File: src/hw/timer16_pkg.sv
// Constants for the 16-bit timer access core: register map, field positions, reset values
package timer16_pkg;

    // ------------------------------------------------------------
    // Register offsets (byte addresses on the 8-bit port)
    // ------------------------------------------------------------
    localparam logic [3:0] ADDR_CONTROL_A   = 4'h0;
    localparam logic [3:0] ADDR_CONTROL_B   = 4'h1;
    localparam logic [3:0] ADDR_COUNT_LO    = 4'h2;
    localparam logic [3:0] ADDR_COUNT_HI    = 4'h3;
    localparam logic [3:0] ADDR_COMPARE_LO  = 4'h4;
    localparam logic [3:0] ADDR_COMPARE_HI  = 4'h5;
    localparam logic [3:0] ADDR_IRQ_FLAG    = 4'h6;
    localparam logic [3:0] ADDR_IRQ_MASK    = 4'h7;
    localparam logic [3:0] ADDR_POWER       = 4'h8;

    // ------------------------------------------------------------
    // Field positions
    // ------------------------------------------------------------
    localparam int OVF_BIT      = 0;
    localparam int CMP_BIT      = 1;
    localparam int POWER_BIT    = 3;
    localparam int WGM_LO_POS   = 0;  // control_a[1:0]
    localparam int WGM_HI_POS   = 3;  // control_b[4:3]
    localparam int CS_POS       = 0;  // control_b[2:0]

    // ------------------------------------------------------------
    // Reset values and counter limits
    // ------------------------------------------------------------
    localparam logic [7:0]  RESET_BYTE   = 8'h00;
    localparam logic [15:0] RESET_WORD   = 16'h0000;
    localparam logic [15:0] BOTTOM_VALUE = 16'h0000;
    localparam logic [15:0] MAX_VALUE    = 16'hFFFF;
    localparam logic [7:0]  CTRL_A_MASK  = 8'h03;
    localparam logic [7:0]  CTRL_B_MASK  = 8'h1F;
    localparam logic [7:0]  FLAG_MASK    = 8'h03;
    localparam logic [7:0]  POWER_MASK   = 8'h08;

    // ------------------------------------------------------------
    // Prescaler divide ratios
    // ------------------------------------------------------------
    localparam int PRESCALE_WIDTH = 10;
    localparam logic [9:0] DIV8_MASK    = 10'h007;
    localparam logic [9:0] DIV64_MASK   = 10'h03F;
    localparam logic [9:0] DIV256_MASK  = 10'h0FF;
    localparam logic [9:0] DIV1024_MASK = 10'h3FF;

    // ------------------------------------------------------------
    // Clock select and counting modes
    // ------------------------------------------------------------
    typedef enum logic [2:0] {
        CS_STOP    = 3'b000,
        CS_DIV1    = 3'b001,
        CS_DIV8    = 3'b010,
        CS_DIV64   = 3'b011,
        CS_DIV256  = 3'b100,
        CS_DIV1024 = 3'b101,
        CS_RSVD6   = 3'b110,
        CS_RSVD7   = 3'b111
    } clock_sel_t;

    typedef enum logic [1:0] {
        MODE_NORMAL = 2'b00,
        MODE_CTC    = 2'b01,
        MODE_RSVD2  = 2'b10,
        MODE_RSVD3  = 2'b11
    } count_mode_t;

endpackage

File: src/hw/timer16_core.sv
// 16-bit timer/counter with shared high-byte holding register and one compare channel
//
// What this block does
// - Counter and compare A are 16-bit registers reached over an 8-bit bus.
// - One 8-bit high-byte holding register is shared by all 16-bit registers.
// - Low-byte write loads low byte and held high byte together.
// - Counter low-byte read copies the counter high byte into the holding register.
// - Compare A reads return both bytes directly, holding register untouched.
// - Both control registers are read/write, unused bits masked to zero (A keeps 2 bits, B keeps 5).
// - Each interrupt request shows in the flag register and has a mask bit.
// - Counter advances only on prescaled ticks; stopped with no clock source.
// - Compare A is matched against the counter continuously; a match on a timer tick sets flag.
// - Top value depends on mode: compare A or fixed maximum.
// - Bottom signalled at 0x0000, maximum at 0xFFFF.
// - Overflow and compare match are separate, separately masked sources.
// - Compare flag clears on interrupt acknowledge or writing one to it.
// - CPU counter write beats any clear or count in the same cycle.
// - Counter write blocks compare matches on the next timer tick.
//
// The plain strobed port and the address map were chosen for this implementation.
`timescale 1ns/1ns
module timer16_core (
    // Clock and reset
    input  wire logic       clock,
    input  wire logic       rst_n,
    // Register port
    input  wire logic [3:0] reg_addr,
    input  wire logic [7:0] reg_wdata,
    input  wire logic       reg_write,
    input  wire logic       reg_read,
    output logic [7:0]      reg_rdata,
    // Interrupt requests and acknowledges
    output logic            overflow_irq,
    output logic            compare_irq,
    input  wire logic       overflow_ack,
    input  wire logic       compare_ack,
    // Counter status
    output logic            at_bottom,
    output logic            at_max,
    output logic            at_top
);

    // ------------------------------------------------------------
    // State
    // ------------------------------------------------------------
    logic [15:0] count_value;
    logic [15:0] compare_value_a;
    logic [7:0]  high_byte_hold;
    logic [7:0]  timer_control_a;
    logic [7:0]  timer_control_b;
    logic        overflow_flag;
    logic        compare_match_flag;
    logic        overflow_irq_enable;
    logic        compare_irq_enable;
    logic        timer_power_off;

    logic        timer_tick;
    logic        compare_hit;
    logic        count_write;
    logic [15:0] top_value;
    logic [15:0] next_count;
    logic        overflow_event;
    logic [1:0]  mode;

    // ------------------------------------------------------------
    // Decode helpers
    // ------------------------------------------------------------
    function automatic logic is_write(input logic [3:0] addr, input logic [3:0] target,
                                      input logic strobe);
        is_write = strobe && (addr == target);
    endfunction

    assign count_write = is_write(reg_addr, timer16_pkg::ADDR_COUNT_LO, reg_write);
    assign mode        = {timer_control_b[timer16_pkg::WGM_HI_POS + 1],
                          timer_control_b[timer16_pkg::WGM_HI_POS]};

    // ------------------------------------------------------------
    // Clock select and comparator
    // ------------------------------------------------------------
    // Powered-off module gets no ticks at all
    timer_prescaler u_prescaler (
        .clock        (clock),
        .rst_n        (rst_n),
        .enable       (!timer_power_off),
        .clock_select (timer_control_b[timer16_pkg::CS_POS +: 3]),
        .timer_tick   (timer_tick)
    );

    timer_compare_unit u_compare (
        .clock           (clock),
        .rst_n           (rst_n),
        .count_value     (count_value),
        .compare_value_a (compare_value_a),
        .timer_tick      (timer_tick),
        .count_write     (count_write),
        .compare_hit     (compare_hit),
        .match_now       ()
    );

    // ------------------------------------------------------------
    // Counter sequence
    // ------------------------------------------------------------
    // CTC mode tops out at compare A, all others run to the fixed maximum
    always_comb begin
        if (timer16_pkg::count_mode_t'(mode) == timer16_pkg::MODE_CTC) begin
            top_value = compare_value_a;
        end else begin
            top_value = timer16_pkg::MAX_VALUE;
        end
    end

    assign at_bottom = (count_value == timer16_pkg::BOTTOM_VALUE);
    assign at_max    = (count_value == timer16_pkg::MAX_VALUE);
    assign at_top    = (count_value == top_value);

    // Wrap at top; overflow is raised when the count passes MAX to zero
    always_comb begin
        if (count_value == top_value) begin
            next_count = timer16_pkg::BOTTOM_VALUE;
        end else begin
            next_count = count_value + 16'h0001;
        end
    end

    assign overflow_event = timer_tick && !count_write && at_max;

    // CPU write wins over counting; high byte always comes from the hold register
    always_ff @(posedge clock or negedge rst_n) begin
        if (!rst_n) begin
            count_value <= timer16_pkg::RESET_WORD;
        end else if (count_write) begin
            count_value <= {high_byte_hold, reg_wdata};
        end else if (timer_tick) begin
            count_value <= next_count;
        end
    end

    // ------------------------------------------------------------
    // Compare register
    // ------------------------------------------------------------
    always_ff @(posedge clock or negedge rst_n) begin
        if (!rst_n) begin
            compare_value_a <= timer16_pkg::RESET_WORD;
        end else if (is_write(reg_addr, timer16_pkg::ADDR_COMPARE_LO, reg_write)) begin
            compare_value_a <= {high_byte_hold, reg_wdata};
        end
    end

    // ------------------------------------------------------------
    // Shared high-byte holding register
    // ------------------------------------------------------------
    // Written by any high-byte write; loaded only by a counter low read,
    // since compare reads go direct and must not disturb it
    always_ff @(posedge clock or negedge rst_n) begin
        if (!rst_n) begin
            high_byte_hold <= timer16_pkg::RESET_BYTE;
        end else if (is_write(reg_addr, timer16_pkg::ADDR_COUNT_HI, reg_write) ||
                     is_write(reg_addr, timer16_pkg::ADDR_COMPARE_HI, reg_write)) begin
            high_byte_hold <= reg_wdata;
        end else if (is_write(reg_addr, timer16_pkg::ADDR_COUNT_LO, reg_read)) begin
            high_byte_hold <= count_value[15:8];
        end
    end

    // ------------------------------------------------------------
    // Control registers
    // ------------------------------------------------------------
    always_ff @(posedge clock or negedge rst_n) begin
        if (!rst_n) begin
            timer_control_a <= timer16_pkg::RESET_BYTE;
        end else if (is_write(reg_addr, timer16_pkg::ADDR_CONTROL_A, reg_write)) begin
            timer_control_a <= reg_wdata & timer16_pkg::CTRL_A_MASK;
        end
    end

    always_ff @(posedge clock or negedge rst_n) begin
        if (!rst_n) begin
            timer_control_b <= timer16_pkg::RESET_BYTE;
        end else if (is_write(reg_addr, timer16_pkg::ADDR_CONTROL_B, reg_write)) begin
            timer_control_b <= reg_wdata & timer16_pkg::CTRL_B_MASK;
        end
    end

    // Power bit resets to zero so the timer is usable out of reset
    always_ff @(posedge clock or negedge rst_n) begin
        if (!rst_n) begin
            timer_power_off <= 1'b0;
        end else if (is_write(reg_addr, timer16_pkg::ADDR_POWER, reg_write)) begin
            timer_power_off <= reg_wdata[timer16_pkg::POWER_BIT];
        end
    end

    // ------------------------------------------------------------
    // Interrupt flags and masks
    // ------------------------------------------------------------
    // Set beats clear so an event in the clearing cycle is not lost
    always_ff @(posedge clock or negedge rst_n) begin
        if (!rst_n) begin
            overflow_flag <= 1'b0;
        end else if (overflow_event) begin
            overflow_flag <= 1'b1;
        end else if (overflow_ack ||
                     (is_write(reg_addr, timer16_pkg::ADDR_IRQ_FLAG, reg_write) &&
                      reg_wdata[timer16_pkg::OVF_BIT])) begin
            overflow_flag <= 1'b0;
        end
    end

    always_ff @(posedge clock or negedge rst_n) begin
        if (!rst_n) begin
            compare_match_flag <= 1'b0;
        end else if (compare_hit) begin
            compare_match_flag <= 1'b1;
        end else if (compare_ack ||
                     (is_write(reg_addr, timer16_pkg::ADDR_IRQ_FLAG, reg_write) &&
                      reg_wdata[timer16_pkg::CMP_BIT])) begin
            compare_match_flag <= 1'b0;
        end
    end

    always_ff @(posedge clock or negedge rst_n) begin
        if (!rst_n) begin
            overflow_irq_enable <= 1'b0;
            compare_irq_enable  <= 1'b0;
        end else if (is_write(reg_addr, timer16_pkg::ADDR_IRQ_MASK, reg_write)) begin
            overflow_irq_enable <= reg_wdata[timer16_pkg::OVF_BIT];
            compare_irq_enable  <= reg_wdata[timer16_pkg::CMP_BIT];
        end
    end

    assign overflow_irq = overflow_flag && overflow_irq_enable;
    assign compare_irq  = compare_match_flag && compare_irq_enable;

    // ------------------------------------------------------------
    // Read data, registered one cycle after the read strobe
    // ------------------------------------------------------------
    // Count high reads the hold register, so a wide read must start low
    always_ff @(posedge clock or negedge rst_n) begin
        if (!rst_n) begin
            reg_rdata <= timer16_pkg::RESET_BYTE;
        end else if (!reg_read) begin
            reg_rdata <= timer16_pkg::RESET_BYTE;
        end else if (reg_addr == timer16_pkg::ADDR_CONTROL_A) begin
            reg_rdata <= timer_control_a;
        end else if (reg_addr == timer16_pkg::ADDR_CONTROL_B) begin
            reg_rdata <= timer_control_b;
        end else if (reg_addr == timer16_pkg::ADDR_COUNT_LO) begin
            reg_rdata <= count_value[7:0];
        end else if (reg_addr == timer16_pkg::ADDR_COUNT_HI) begin
            reg_rdata <= high_byte_hold;
        end else if (reg_addr == timer16_pkg::ADDR_COMPARE_LO) begin
            reg_rdata <= compare_value_a[7:0];
        end else if (reg_addr == timer16_pkg::ADDR_COMPARE_HI) begin
            reg_rdata <= compare_value_a[15:8];
        end else if (reg_addr == timer16_pkg::ADDR_IRQ_FLAG) begin
            reg_rdata <= {6'h00, compare_match_flag, overflow_flag};
        end else if (reg_addr == timer16_pkg::ADDR_IRQ_MASK) begin
            reg_rdata <= {6'h00, compare_irq_enable, overflow_irq_enable};
        end else if (reg_addr == timer16_pkg::ADDR_POWER) begin
            reg_rdata <= {4'h0, timer_power_off, 3'h0};
        end else begin
            reg_rdata <= timer16_pkg::RESET_BYTE;                            // Unmapped reads zero
        end
    end

endmodule

File: src/hw/timer_compare_unit.sv
// Continuous 16-bit comparator with match blocking after a counter write
`timescale 1ns/1ns
module timer_compare_unit (
    // Clock and reset
    input  wire logic        clock,
    input  wire logic        rst_n,
    // Operands
    input  wire logic [15:0] count_value,
    input  wire logic [15:0] compare_value_a,
    // Timing
    input  wire logic        timer_tick,
    input  wire logic        count_write,
    // Result
    output logic             compare_hit,
    output logic             match_now
);

    logic block_pending;

    assign match_now = (count_value == compare_value_a);

    // ------------------------------------------------------------
    // A counter write arms a block that lasts until the next timer tick
    // ------------------------------------------------------------
    always_ff @(posedge clock or negedge rst_n) begin
        if (!rst_n) begin
            block_pending <= 1'b0;
        end else if (count_write) begin
            block_pending <= 1'b1;
        end else if (timer_tick) begin
            block_pending <= 1'b0;
        end
    end

    // Match is counted on a tick unless blocked; writes in this cycle block too
    assign compare_hit = timer_tick && match_now && !block_pending && !count_write;

endmodule

File: src/hw/timer_prescaler.sv
// Prescaler and clock-select logic producing the one-cycle timer tick
`timescale 1ns/1ns
module timer_prescaler (
    // Clock and reset
    input  wire logic       clock,
    input  wire logic       rst_n,
    // Control
    input  wire logic       enable,
    input  wire logic [2:0] clock_select,
    // Tick out
    output logic            timer_tick
);

    logic [9:0] prescale_count;

    // ------------------------------------------------------------
    // Free-running divider, held at zero while the module is off
    // ------------------------------------------------------------
    always_ff @(posedge clock or negedge rst_n) begin
        if (!rst_n) begin
            prescale_count <= 10'h000;
        end else if (!enable) begin
            prescale_count <= 10'h000;
        end else begin
            prescale_count <= prescale_count + 10'h001;
        end
    end

    // Tick when the low bits of the divider are all ones; reserved codes stop
    always_comb begin
        case (timer16_pkg::clock_sel_t'(clock_select))
            timer16_pkg::CS_DIV1:    timer_tick = enable;
            timer16_pkg::CS_DIV8:    timer_tick = enable && ((prescale_count & timer16_pkg::DIV8_MASK)
                                                             == timer16_pkg::DIV8_MASK);
            timer16_pkg::CS_DIV64:   timer_tick = enable && ((prescale_count & timer16_pkg::DIV64_MASK)
                                                             == timer16_pkg::DIV64_MASK);
            timer16_pkg::CS_DIV256:  timer_tick = enable && ((prescale_count & timer16_pkg::DIV256_MASK)
                                                             == timer16_pkg::DIV256_MASK);
            timer16_pkg::CS_DIV1024: timer_tick = enable && (prescale_count == timer16_pkg::DIV1024_MASK);
            default:                 timer_tick = 1'b0;
        endcase
    end

endmodule
File: config.mk
export PLATFORM = sky130hd
export DESIGN_NAME = timer16_core
export DESIGN_NICKNAME = d
export VERILOG_FILES = /design/src/hw/timer16_pkg.sv /design/src/hw/timer16_core.sv /design/src/hw/timer_compare_unit.sv /design/src/hw/timer_prescaler.sv
export SDC_FILE = /design/constraint.sdc
export NUM_CORES = 1
export LEC_CHECK = 0
export ABC_AREA = 1
export BUFFER_PORTS_ARGS = -buffer_cell sky130_fd_sc_hd__buf_4
export CAP_MARGIN = 20
export CORE_ASPECT_RATIO = 1.1
export CORE_UTILIZATION = 55
export CTS_CLUSTER_SIZE = 24
export DETAILED_ROUTE_END_ITERATION = 16
export PLACE_DENSITY = 0.74
export RECOVER_POWER = 50
export SLEW_MARGIN = 20
export SYNTH_ARGS = -nofsm -noshare
export SYNTH_HDL_FRONTEND = slang
export SYNTH_SLANG_ARGS = --single-unit
File: constraint.sdc
create_clock -name clock -period 2.7 [get_ports clock]
set_input_delay 0.675 -clock clock [delete_from_list [all_inputs] [get_ports clock]]
set_output_delay 0.675 -clock clock [all_outputs]
set_load 0.01 [all_outputs]
==> key figures, run 1 <==
Placement
  • Dpl cells: 731
  • IO buf count: 30
  • HPWL Detailed: ~9.5 mm
  • Pre-CTS setup slack: just under 0.4 ns
  • Final GP Congestion: between 0.9 and 1

Yosys
  • Syn Nets: 626
  • Most frequent cell after synthesis: nand2_1
  • Cell variety after synth: 39
  • Area contributors post-synth: dfrtp_1 (41%), nand2_1 (16%), inv_1 (8.0%)
  • Number of synthesis warnings: 0
  • Synth Register Bits: 71
  • Synth Area per Inst: 7.21 µm²
  • Ys flop type: dfrtp_1
  • Post-synth top area cell: dfrtp_1
  • Number of synthesized flops with an enable pin: 0
  • Syn Inst Count: 604
  • Synth async-reset ratio: 1.00
  • Synthesized cell area: ~4400 µm²
  • Commonest cells post-synth: nand2_1 (180), inv_1 (93), dfrtp_1 (71), o21ai_0 (44), nor2_1 (43)
  • Yosys top cell area share: 0.408
  • Seq/Total Area, Yosys: 0.408

Critical path
  • Crit. End Element: output pin
  • Req. time, crit path: between 2 and 2.5 ns
  • Setup CP Type: reg -> out
  • Crit path launch type: flop
  • Critical path depth: 8
  • Crit path max-delay family: simple AND/OR/NAND/NOR gates
  • Slowest cell on crit path: dfrtp_2
  • Crit path max fanout: 7
  • R2R depth: 10
  • WP data arrival: 1.88 ns
  • Buf+Inv Stages, Crit Path: 1
  • CP Cell Sequence: ha_1 > nand2_1 > nor3_2 > nand3_1 > nor3_2 > nand3_1 > nor3_1 > buf_4
  • Slowest stage delay, CP: around 0.42 ns

Power and ir drop
  • Leak: 2.53 nW
  • Worst VDD drop: ~0.50 mV
  • Pwr/cell area: ~860 nW/µm²

Cells and area
  • Fraction of layout cells with a size suffix above 1: 0.147
  • Synth-to-layout area growth: 13.9%
  • Fin util: 0.657
  • Nets: 664
  • Finished Layout Cells: between 700 and 800
  • Fillers: 679
  • Inserted Diodes: 0

Run
  • Max Cap Viol: 1

Timing
  • Worst slew margin: -0.155
  • Final setup margin: around 0.14 ns
  • Tmin final: 2.56 ns
  • Unrepaired setup endpoints after global routing: false
  • Worst slew pin tran: 1.73 ns
  • Period utilization: 0.947
  • Max Slew Vio Count: 72
  • Endpoints failing hold: 0
  • Skew final: ~0.0099 ns
  • Setup TNS: 0 ns
  • Count of final setup violators: 0
  • Max Freq: around 400 MHz

Clock tree
  • Root Driver: clkbuf_8
  • Post-CTS Hold Buffers: 0
  • Clk sink count: a little over 70
  • TritonCTS clock tree: built
  • CTS max path bufs: 2
  • Worst-Skew Late Latency: 0.36 ns
  • H-Tree Depth: 3
  • Clock slew at reported path FFs: 0.09 ns
  • CTS buffer count: 9

Global routing
  • Antenna violations before repair: 0
  • Largest net degree at the start of global routing: a little over 70
  • First-pass GRT wire length: 20.1 mm
  • GR Util All Layers: 0.330
  • Vias in the first global route: between 3,000 and 4,000
  • GRT Residual Overflow: 0

Routing
  • DRT iter0 DRCs: about 350
  • Vias per cell: 5.54
  • WL per Instance: 16.9 µm
  • Post-route DRC: 0
  • Total Wirelength: 12.7 mm
  • Drt first pass iters: 5
  • Via count: 4,166
  • Post-route ant nets: 0

Die
  • Die area: between 8000 and 9000 µm²
  • Core area: between 7000 and 8000 µm²
  • Die H: 95.3 µm
  • Initial Utilization: 0.577
  • Die X: slightly below 90 µm
  • Row count: 33
  • IO Pins: 31

Worst hold path
  • Hold depth: 1
  • HP Class: reg -> reg

Run status
  • Status: finished, violations left
  • Violated checks: capacitance limit, slew limit
[flip-flops by register name, indices dropped and copies added (netlist names)]
signal / count
compare_irq_enable: 1
compare_match_flag: 1
compare_value_a: 16
count_value: 16
high_byte_hold: 8
overflow_flag: 1
overflow_irq_enable: 1
reg_rdata: 8
timer_control_a: 2
timer_control_b: 5
timer_power_off: 1
u_compare.block_pending: 1
u_prescaler.prescale_count: 10
[repair_timing]
action | 4_1_cts | 5_1_grt
setup buffers | 0 | 5
resized for setup | 0 | 6
setup endpoints to repair | 0 | 2
hold endpoints to repair | 0 | 0
[worst paths after layout]
| path | from | end | slack [ns] |
|---|---|---|---|
| hold / removal | u_prescaler.prescale_count[0] | u_prescaler.prescale_count[0] | 0.47 |
| setup / recovery | count_value[0] | at_max | 0.14 |
| hold reg to reg | u_prescaler.prescale_count[0] | u_prescaler.prescale_count[0] | 0.47 |
| setup reg to reg | u_prescaler.prescale_count[0] | compare_match_flag | 0.58 |
| min in group asynchronous | rst_n | u_prescaler.prescale_count[6] | 0.77 |
| max in group asynchronous | rst_n | count_value[8] | 0.79 |
[kinds of logic (layout without fill, tap and decap cells)]
group                      count (synthesis)  in the layout  synth area share
buffers and inverters                    121            164             0.114
adders and majority gates                  4              4            0.0115
muxes                                      1              1           0.00258
xor gates and xnor gates                  15             15            0.0302
DFF                                       71             71             0.408
AOI/OAI and AO/OA                         80             80             0.109
and+or+nand+nor                          312            312             0.325
[stage by stage]
stage	total power [W]	hold WS, ns	area [µm²]
after floorplan	0.00264	0.379	4360
after global placement	0.00306	0.446	4670
after detailed placement	0.00311	0.459	4670
after CTS	0.00419	0.460	4920
after global routing	0.00454	0.486	4960
final	0.00427	0.467	4960
[layout make-up]
class                           count  area, µm²  share of cell area
Clock buffer                        9        124              0.0250
Clock inverter                      7        125              0.0252
Inverter                          105        394              0.0794
Multi-Input combinational cell    412       2100               0.422
Sequential cell                    71       1780               0.359
Tap cell                          105        131              0.0265
Timing Repair Buffer               43        313              0.0630
[cells in the final DEF, fill, tap and decap left out, drive strengths merged]
cell type and instances:
clkbuf 12, dfrtp 71, a21oi 16, o22ai 1
nor3 12, nor2 48, nand4 11, xnor2 1
inv 103, ha 4, and3 1, nand3 49
a211oi 1, o211ai 4, o221ai 11, clkinv 6
bufinv 3, o21ai 47, nand2 185, xor2 14
and2 1, nand3b 3, mux2 1, nor4 2
buf 40
[report_power, final]
group          internal (W)  total [W]  switching (W)
Clock              0.000625    0.00107       0.000449
Combinational      0.000509    0.00145       0.000939
Sequential          0.00134    0.00174       0.000398
[worst register-to-register path, cell delays in order, from the launching register on]
cell and delay (ns):
dfrtp_1 0.38, ha_1 0.20, ha_1 0.15, nand2_1 0.04, nor2_1 0.08, nor2_1 0.07
a21oi_4 0.17, nand3_4 0.28, nor2_8 0.42, nand2_1 0.19, nand2_1 0.09
[routing by layer]
metal	routed length, µm	GRT usage	vias to the layer above
li1	-	-	1987
met5	0	0	-
met1	5660	0.467	1979
met3	888	0.0537	30
met4	369	0.128	0
met2	5780	0.505	170
(Power assumes the default switching activity.)
==> run 2: changes to the inputs <==
MAX_ROUTING_LAYER = met4   (was default)
==> run 2 against run 1 <==
Compared with the run above:
- the run still ends with capacitance limit, slew limit left
- routed wire length is 1.8% lower
- worst hold slack worse by 0.0046 ns
- critical path depth stayed put
- die area stayed put
- clock skew is 0.0026 ns higher
- setup slack worse by 0.0089 ns
- critical path type unchanged
==> key figures, run 2 (synthesized netlist as in run 1, its figures left out) <==
Die
  • Row count: 33
  • Die H: 95.3 µm
  • Die area: a little over 8000 µm²
  • IO Pins: 31
  • Initial Utilization: 0.577
  • Core area: approximately 7600 µm²
  • Die X: 86.9 µm

Cells and area
  • Most frequent cells in the layout: nand2_1 (180), inv_1 (93), dfrtp_1 (68)
  • Fraction of layout cells with a size suffix above 1: 0.143
  • Nets: 660
  • Synth-to-layout area growth: 12.3%
  • Register Area: roughly 1800 µm²
  • Inserted Diodes: 0
  • Leading cell type in the layout, fill and taps excluded: nand2_1
  • Largest regs: compare_value_a: 16 flops, count_value: 16 flops, u_prescaler.prescale_count: 10 flops
  • Fillers: around 700
  • Area occupied by multi-input gates: approximately 2100 µm²

Placement
  • Final GP Congestion: approximately 1.0
  • HPWL Detailed: around 9.4 mm
  • IO buf count: 30
  • Pre-CTS setup slack: ~0.38 ns

Power and ir drop
  • Worst VDD drop: approximately 0.46 mV
  • Pint: approximately 0.0023 W
  • Combinational share of power: 0.346
  • Clock network fraction of total power: 0.221
  • Net Sw Power: roughly 0.0017 W
  • Pwr/cell area: around 820 nW/µm²
  • Seq pwr share: 0.433
  • Sw Share: 0.433
  • Leak: 2.49 nW

Clock tree
  • TritonCTS clock tree: built
  • Root Driver: clkbuf_8
  • Post-CTS Hold Buffers: 0
  • H-Tree Depth: 3
  • Worst-Skew Late Latency: around 0.35 ns
  • CTS max path bufs: 2
  • CTS buffer count: 9
  • Clk sink count: 71
  • Clock slew at reported path FFs: around 0.09 ns

Worst hold path
  • HP Class: reg -> reg
  • Worst hold start: u_prescaler.prescale_count[0]
  • Hold Path End: u_prescaler.prescale_count[0]
  • Hold depth: 1

Critical path
  • R2R depth: 10
  • Crit. End Element: output pin
  • WP data arrival: ~1.9 ns
  • Setup CP Type: reg -> out
  • Crit path launch type: flop
  • Reg2Reg Launch Point: u_prescaler.prescale_count[0]
  • Setup slack, reg-to-reg: roughly 0.56 ns
  • Crit path max fanout: 7
  • Reg2reg end: compare_match_flag
  • Req. time, crit path: 2.03 ns

Global routing
  • Vias in the first global route: 3,891
  • First-pass GRT wire length: 20.0 mm
  • GR Util All Layers: 0.339
  • Largest net degree at the start of global routing: slightly above 70
  • GRT Residual Overflow: 0
  • Antenna violations before repair: 0

Routing
  • Post-route DRC: 0
  • Via count: 4,054
  • Total Wirelength: 12.5 mm
  • DRT iter0 DRCs: between 200 and 300
  • Vias per cell: ~5.4
  • Post-route ant nets: 0
  • WL per Instance: between 15 and 20 µm
  • Drt first pass iters: 5

Timing
  • Skew final: 0.0124 ns
  • Max Slew Vio Count: 72
  • Endpoints failing hold: 0
  • Final setup margin: 0.134 ns
  • Max Freq: a little under 400 MHz
  • Worst slew margin: -0.148
  • Tmin final: 2.57 ns
  • Worst slew pin tran: around 1.7 ns
  • Count of final setup violators: 0
  • Setup TNS: 0 ns
  • Period utilization: 0.950

Run
  • Max Cap Viol: 1

Run status
  • Status: finished, violations left
  • Violated checks: capacitance limit, slew limit
==> run 2: cell types whose count changed in the layout (fill, tap and decap cells not counted), sizes merged <==
cell      previous run  this run
buf                 40        37
inv                103       101
clkinvlp             0         1
bufinv               3         1
clkinv               6         8
==> run 2: worst max-delay path, stage by stage, from the launching register on <==
cell and delay, ns:
dfrtp_2 0.42, ha_1 0.19, nand2_1 0.08, nor3_1 0.15, nand3_1 0.16, nor3_2 0.15
nand3_1 0.10, nor3_2 0.14, buf_4 0.14
==> run 2: worst max path at each step <==
stage | start | end | depth (start not counted)
final | count_value[1] | at_max | 8
after global routing | count_value[1] | at_max | 8
after CTS | count_value[1] | at_max | 8
after detailed placement | count_value[0] | at_max | 8
after global placement | count_value[0] | at_max | 8
after floorplan | count_value[0] | at_max | 7
==> run 2: final cells by class <==
type	count	area share
Timing Repair Buffer	39	0.0585
Sequential cell	71	0.364
Tap cell	105	0.0268
Clock buffer	10	0.0281
Multi-Input combinational cell	412	0.428
Inverter	105	0.0805
Clock inverter	6	0.0141
==> run 2: stage by stage <==
| step | area, µm² | hold slack, ns | instances | power [W] | utilization |
|---|---|---|---|---|---|
| floorplan | 4360 | 0.379 | 604 | 0.00264 | - |
| global placement | 4670 | 0.447 | 731 | 0.00307 | 0.618 |
| detailed placement | 4670 | 0.458 | 731 | 0.00309 | 0.618 |
| CTS | 4880 | 0.468 | 747 | 0.00398 | 0.646 |
| global route | 4890 | 0.494 | 748 | 0.00430 | 0.648 |
| finish | 4890 | 0.463 | 748 | 0.00402 | 0.648 |
==> run 2: power by group through the flow <==
stage | clock, W | combinational, W | sequential (W)
after floorplan | 0 | 0.00109 | 0.00155
after global placement | 0 | 0.00133 | 0.00174
after detailed placement | 0 | 0.00135 | 0.00175
after CTS | 0.000898 | 0.00136 | 0.00173
after global routing | 0.000938 | 0.00159 | 0.00178
final | 0.000888 | 0.00139 | 0.00174
==> run 2: timing repair <==
item | CTS | global route
endpoints found under the setup margin | 1 | 2
setup buffers | 0 | 1
gates resized for setup | 1 | 5
==> run 2: layer usage <==
metal / GRT usage / part of all wire
met5: - / 0
met4: 0.133 / 0.035
met3: 0.0667 / 0.057
met2: 0.510 / 0.45
met1: 0.451 / 0.45
==> run 3: changes to the inputs <==
SYNTH_HIERARCHICAL = 1   (was default)
==> run 3 against run 2 <==
Compared with the run above:
- the flow still finishes with violations (capacitance limit, slew limit)
- highest routed layer unchanged
- largest power group is now combinational cells
- critical path depth is the same
- critical path type unchanged
- synthesized cell count rose by 7.9%
- register-to-register slack lost 0.34 ns
==> key figures, run 3 <==
Critical path
  • Buf+Inv Stages, Crit Path: 2
  • Crit path launch type: flop
  • Crit. End Element: output pin
  • Setup crit start: count_value[0]
  • Crit path max fanout: 4
  • Crit path max-delay family: simple AND/OR/NAND/NOR gates
  • Setup CP Type: reg -> out
  • CP Cell Sequence: ha_2 > nand3_2 > inv_2 > nand3_1 > nor2_2 > nand4_1 > nor4_2 > buf_4
  • WP data arrival: between 1.5 and 2 ns
  • Req. time, crit path: ~2.0 ns
  • Reg2Reg Launch Point: u_prescaler/prescale_count[0]
  • Slowest stage delay, CP: between 0.3 and 0.4 ns
  • Slowest cell on crit path: dfrtp_1

Cells and area
  • Finished Layout Cells: between 800 and 900
  • Largest regs: compare_value_a: 16 flops, count_value: 16 flops, u_prescaler/prescale_count: 10 flops
  • Leading cell type in the layout, fill and taps excluded: nand2_1
  • Most frequent cells in the layout: nand2_1 (177), inv_1 (113), dfrtp_1 (66)
  • Synth-to-layout area growth: 14.8%
  • Inserted Diodes: 0
  • Fin area: ~5200 µm²
  • Nets: between 700 and 800
  • Fraction of layout cells with a size suffix above 1: 0.147

Timing
  • Max Slew Vio Count: approximately 70
  • Count of final setup violators: 0
  • Worst slew pin tran: roughly 1.8 ns
  • Skew final: 0.0131 ns
  • Period utilization: 0.976
  • Tmin final: 2.64 ns
  • Endpoints failing hold: 0
  • Worst slew margin: -0.215
  • Max Freq: approximately 380 MHz
  • Unrepaired setup endpoints after global routing: true
  • Setup TNS: 0 ns

Clock tree
  • CTS max path bufs: 2
  • Root Driver: clkbuf_8
  • Clk sink count: 71
  • Worst-Skew Late Latency: ~0.36 ns
  • CTS buffer count: 9
  • H-Tree Depth: 3
  • Clock slew at reported path FFs: about 0.090 ns
  • TritonCTS clock tree: built

Yosys
  • Syn Inst Count: roughly 650
  • Syn Nets: slightly below 700
  • Number of synthesis warnings: 6
  • Synth Area per Inst: 7.00 µm²
  • Synthesized cell area: 4560 µm²

Die
  • Core area: 7960 µm²
  • Die area: roughly 8700 µm²
  • IO Pins: 31
  • Die H: 97.5 µm
  • Initial Utilization: 0.573
  • Row count: 34
  • Die X: between 80 and 90 µm

Global routing
  • Largest net degree at the start of global routing: between 70 and 80
  • Vias in the first global route: 4,427
  • GRT Residual Overflow: 0
  • GR Util All Layers: 0.365
  • First-pass GRT wire length: between 20 and 25 mm
  • Antenna violations before repair: 0

Run status
  • Status: finished, violations left
  • Violated checks: capacitance limit, slew limit

Run
  • Max Cap Viol: 1

Routing
  • Vias per cell: about 5.7
  • Post-route ant nets: 0
  • WL per Instance: 17.6 µm
  • Post-route DRC: 0
  • Via count: ~4,600
  • DRT iter0 DRCs: about 400
  • Drt first pass iters: 5
  • Total Wirelength: about 14 mm

Power and ir drop
  • Worst VDD drop: about 0.43 mV
  • Leak: 2.60 nW
  • Net Sw Power: 0.00196 W
  • Pint: about 0.0026 W
  • Seq pwr share: 0.367
  • Clock network fraction of total power: 0.240
  • Pwr/cell area: between 800 and 900 nW/µm²
  • Sw Share: 0.431
  • Combinational share of power: 0.393

Worst hold path
  • HP Class: reg -> reg
  • Worst hold start: u_prescaler/prescale_count[0]

Placement
  • HPWL Detailed: 10.7 mm
  • Placed inst area: 4920 µm²
  • Final GP Congestion: 1.05
  • Dpl cells: 789
  • IO buf count: 30
==> run 3: per-layer routing <==
metal  vias to the layer above  track usage  routed length, µm
li1                       2187            -                  -
met1                      2178        0.456               5890
met2                       197        0.570               6790
met3                        44       0.0552               1010
met4                         0        0.180                607
met5                         -            -                  0
==> run 3: what timing repair did <==
item	CTS	global route
resized for setup	4	11
gates cloned	0	0
hold buffers	0	0
buffers inserted	2	4
pin swaps	0	3
endpoints found under the setup margin	1	2
==> run 3: cell type report <==
class | instances | area, µm²
fill | 722 | 2720
multi-input combinational | 451 | 2280
sequential | 71 | 1780
inverter | 119 | 449
timing repair buffer | 46 | 343
tap | 108 | 135
clock inverter | 7 | 125
clock buffer | 9 | 124
==> run 3: final timing paths <==
kind                                                  to  slack (ns)  cells past startpoint
min reg2reg                u_prescaler/prescale_count[0]        0.47                      1
min                        u_prescaler/prescale_count[0]        0.47                      1
max                                               at_max        0.06                      8
max in group asynchronous                 count_value[7]        0.68                      1
max reg2reg                               count_value[0]        0.22                     13
min in group asynchronous  u_prescaler/prescale_count[5]        0.80                      1
==> run 3: power by group through the flow <==
| stage | combinational, W | sequential [W] | clock (W) |
|---|---|---|---|
| finish | 0.00179 | 0.00167 | 0.00109 |
| global route | 0.00199 | 0.00171 | 0.00114 |
| CTS | 0.00171 | 0.00166 | 0.00109 |
| detailed placement | 0.00166 | 0.00170 | 0 |
| global placement | 0.00163 | 0.00168 | 0 |
| floorplan | 0.00117 | 0.00160 | 0 |
==> run 3: worst reg2reg max path, cell delays in order, from the launching register on <==
cell and delay [ns]:
dfrtp_1 0.38, ha_1 0.19, nand2_2 0.06, nor2_1 0.28, nand2_1 0.14, nand2_1 0.08
nand2_1 0.05, nand2_1 0.05, nand2_1 0.06, nor2_1 0.30, nand2_1 0.15, inv_1 0.26
nand2_4 0.21, o21bai_1 0.18
==> run 3: through the flow <==
| stage | total power (W) | setup slack (ns) | hold slack [ns] | util |
|---|---|---|---|---|
| floorplan | 0.00277 | 0.503 | 0.379 | - |
| global placement | 0.00331 | 0.370 | 0.463 | 0.619 |
| detailed placement | 0.00336 | 0.309 | 0.480 | 0.619 |
| CTS | 0.00447 | 0.0337 | 0.477 | 0.653 |
| global route | 0.00484 | -0.0135 | 0.498 | 0.659 |
| finish | 0.00455 | 0.0637 | 0.472 | 0.659 |
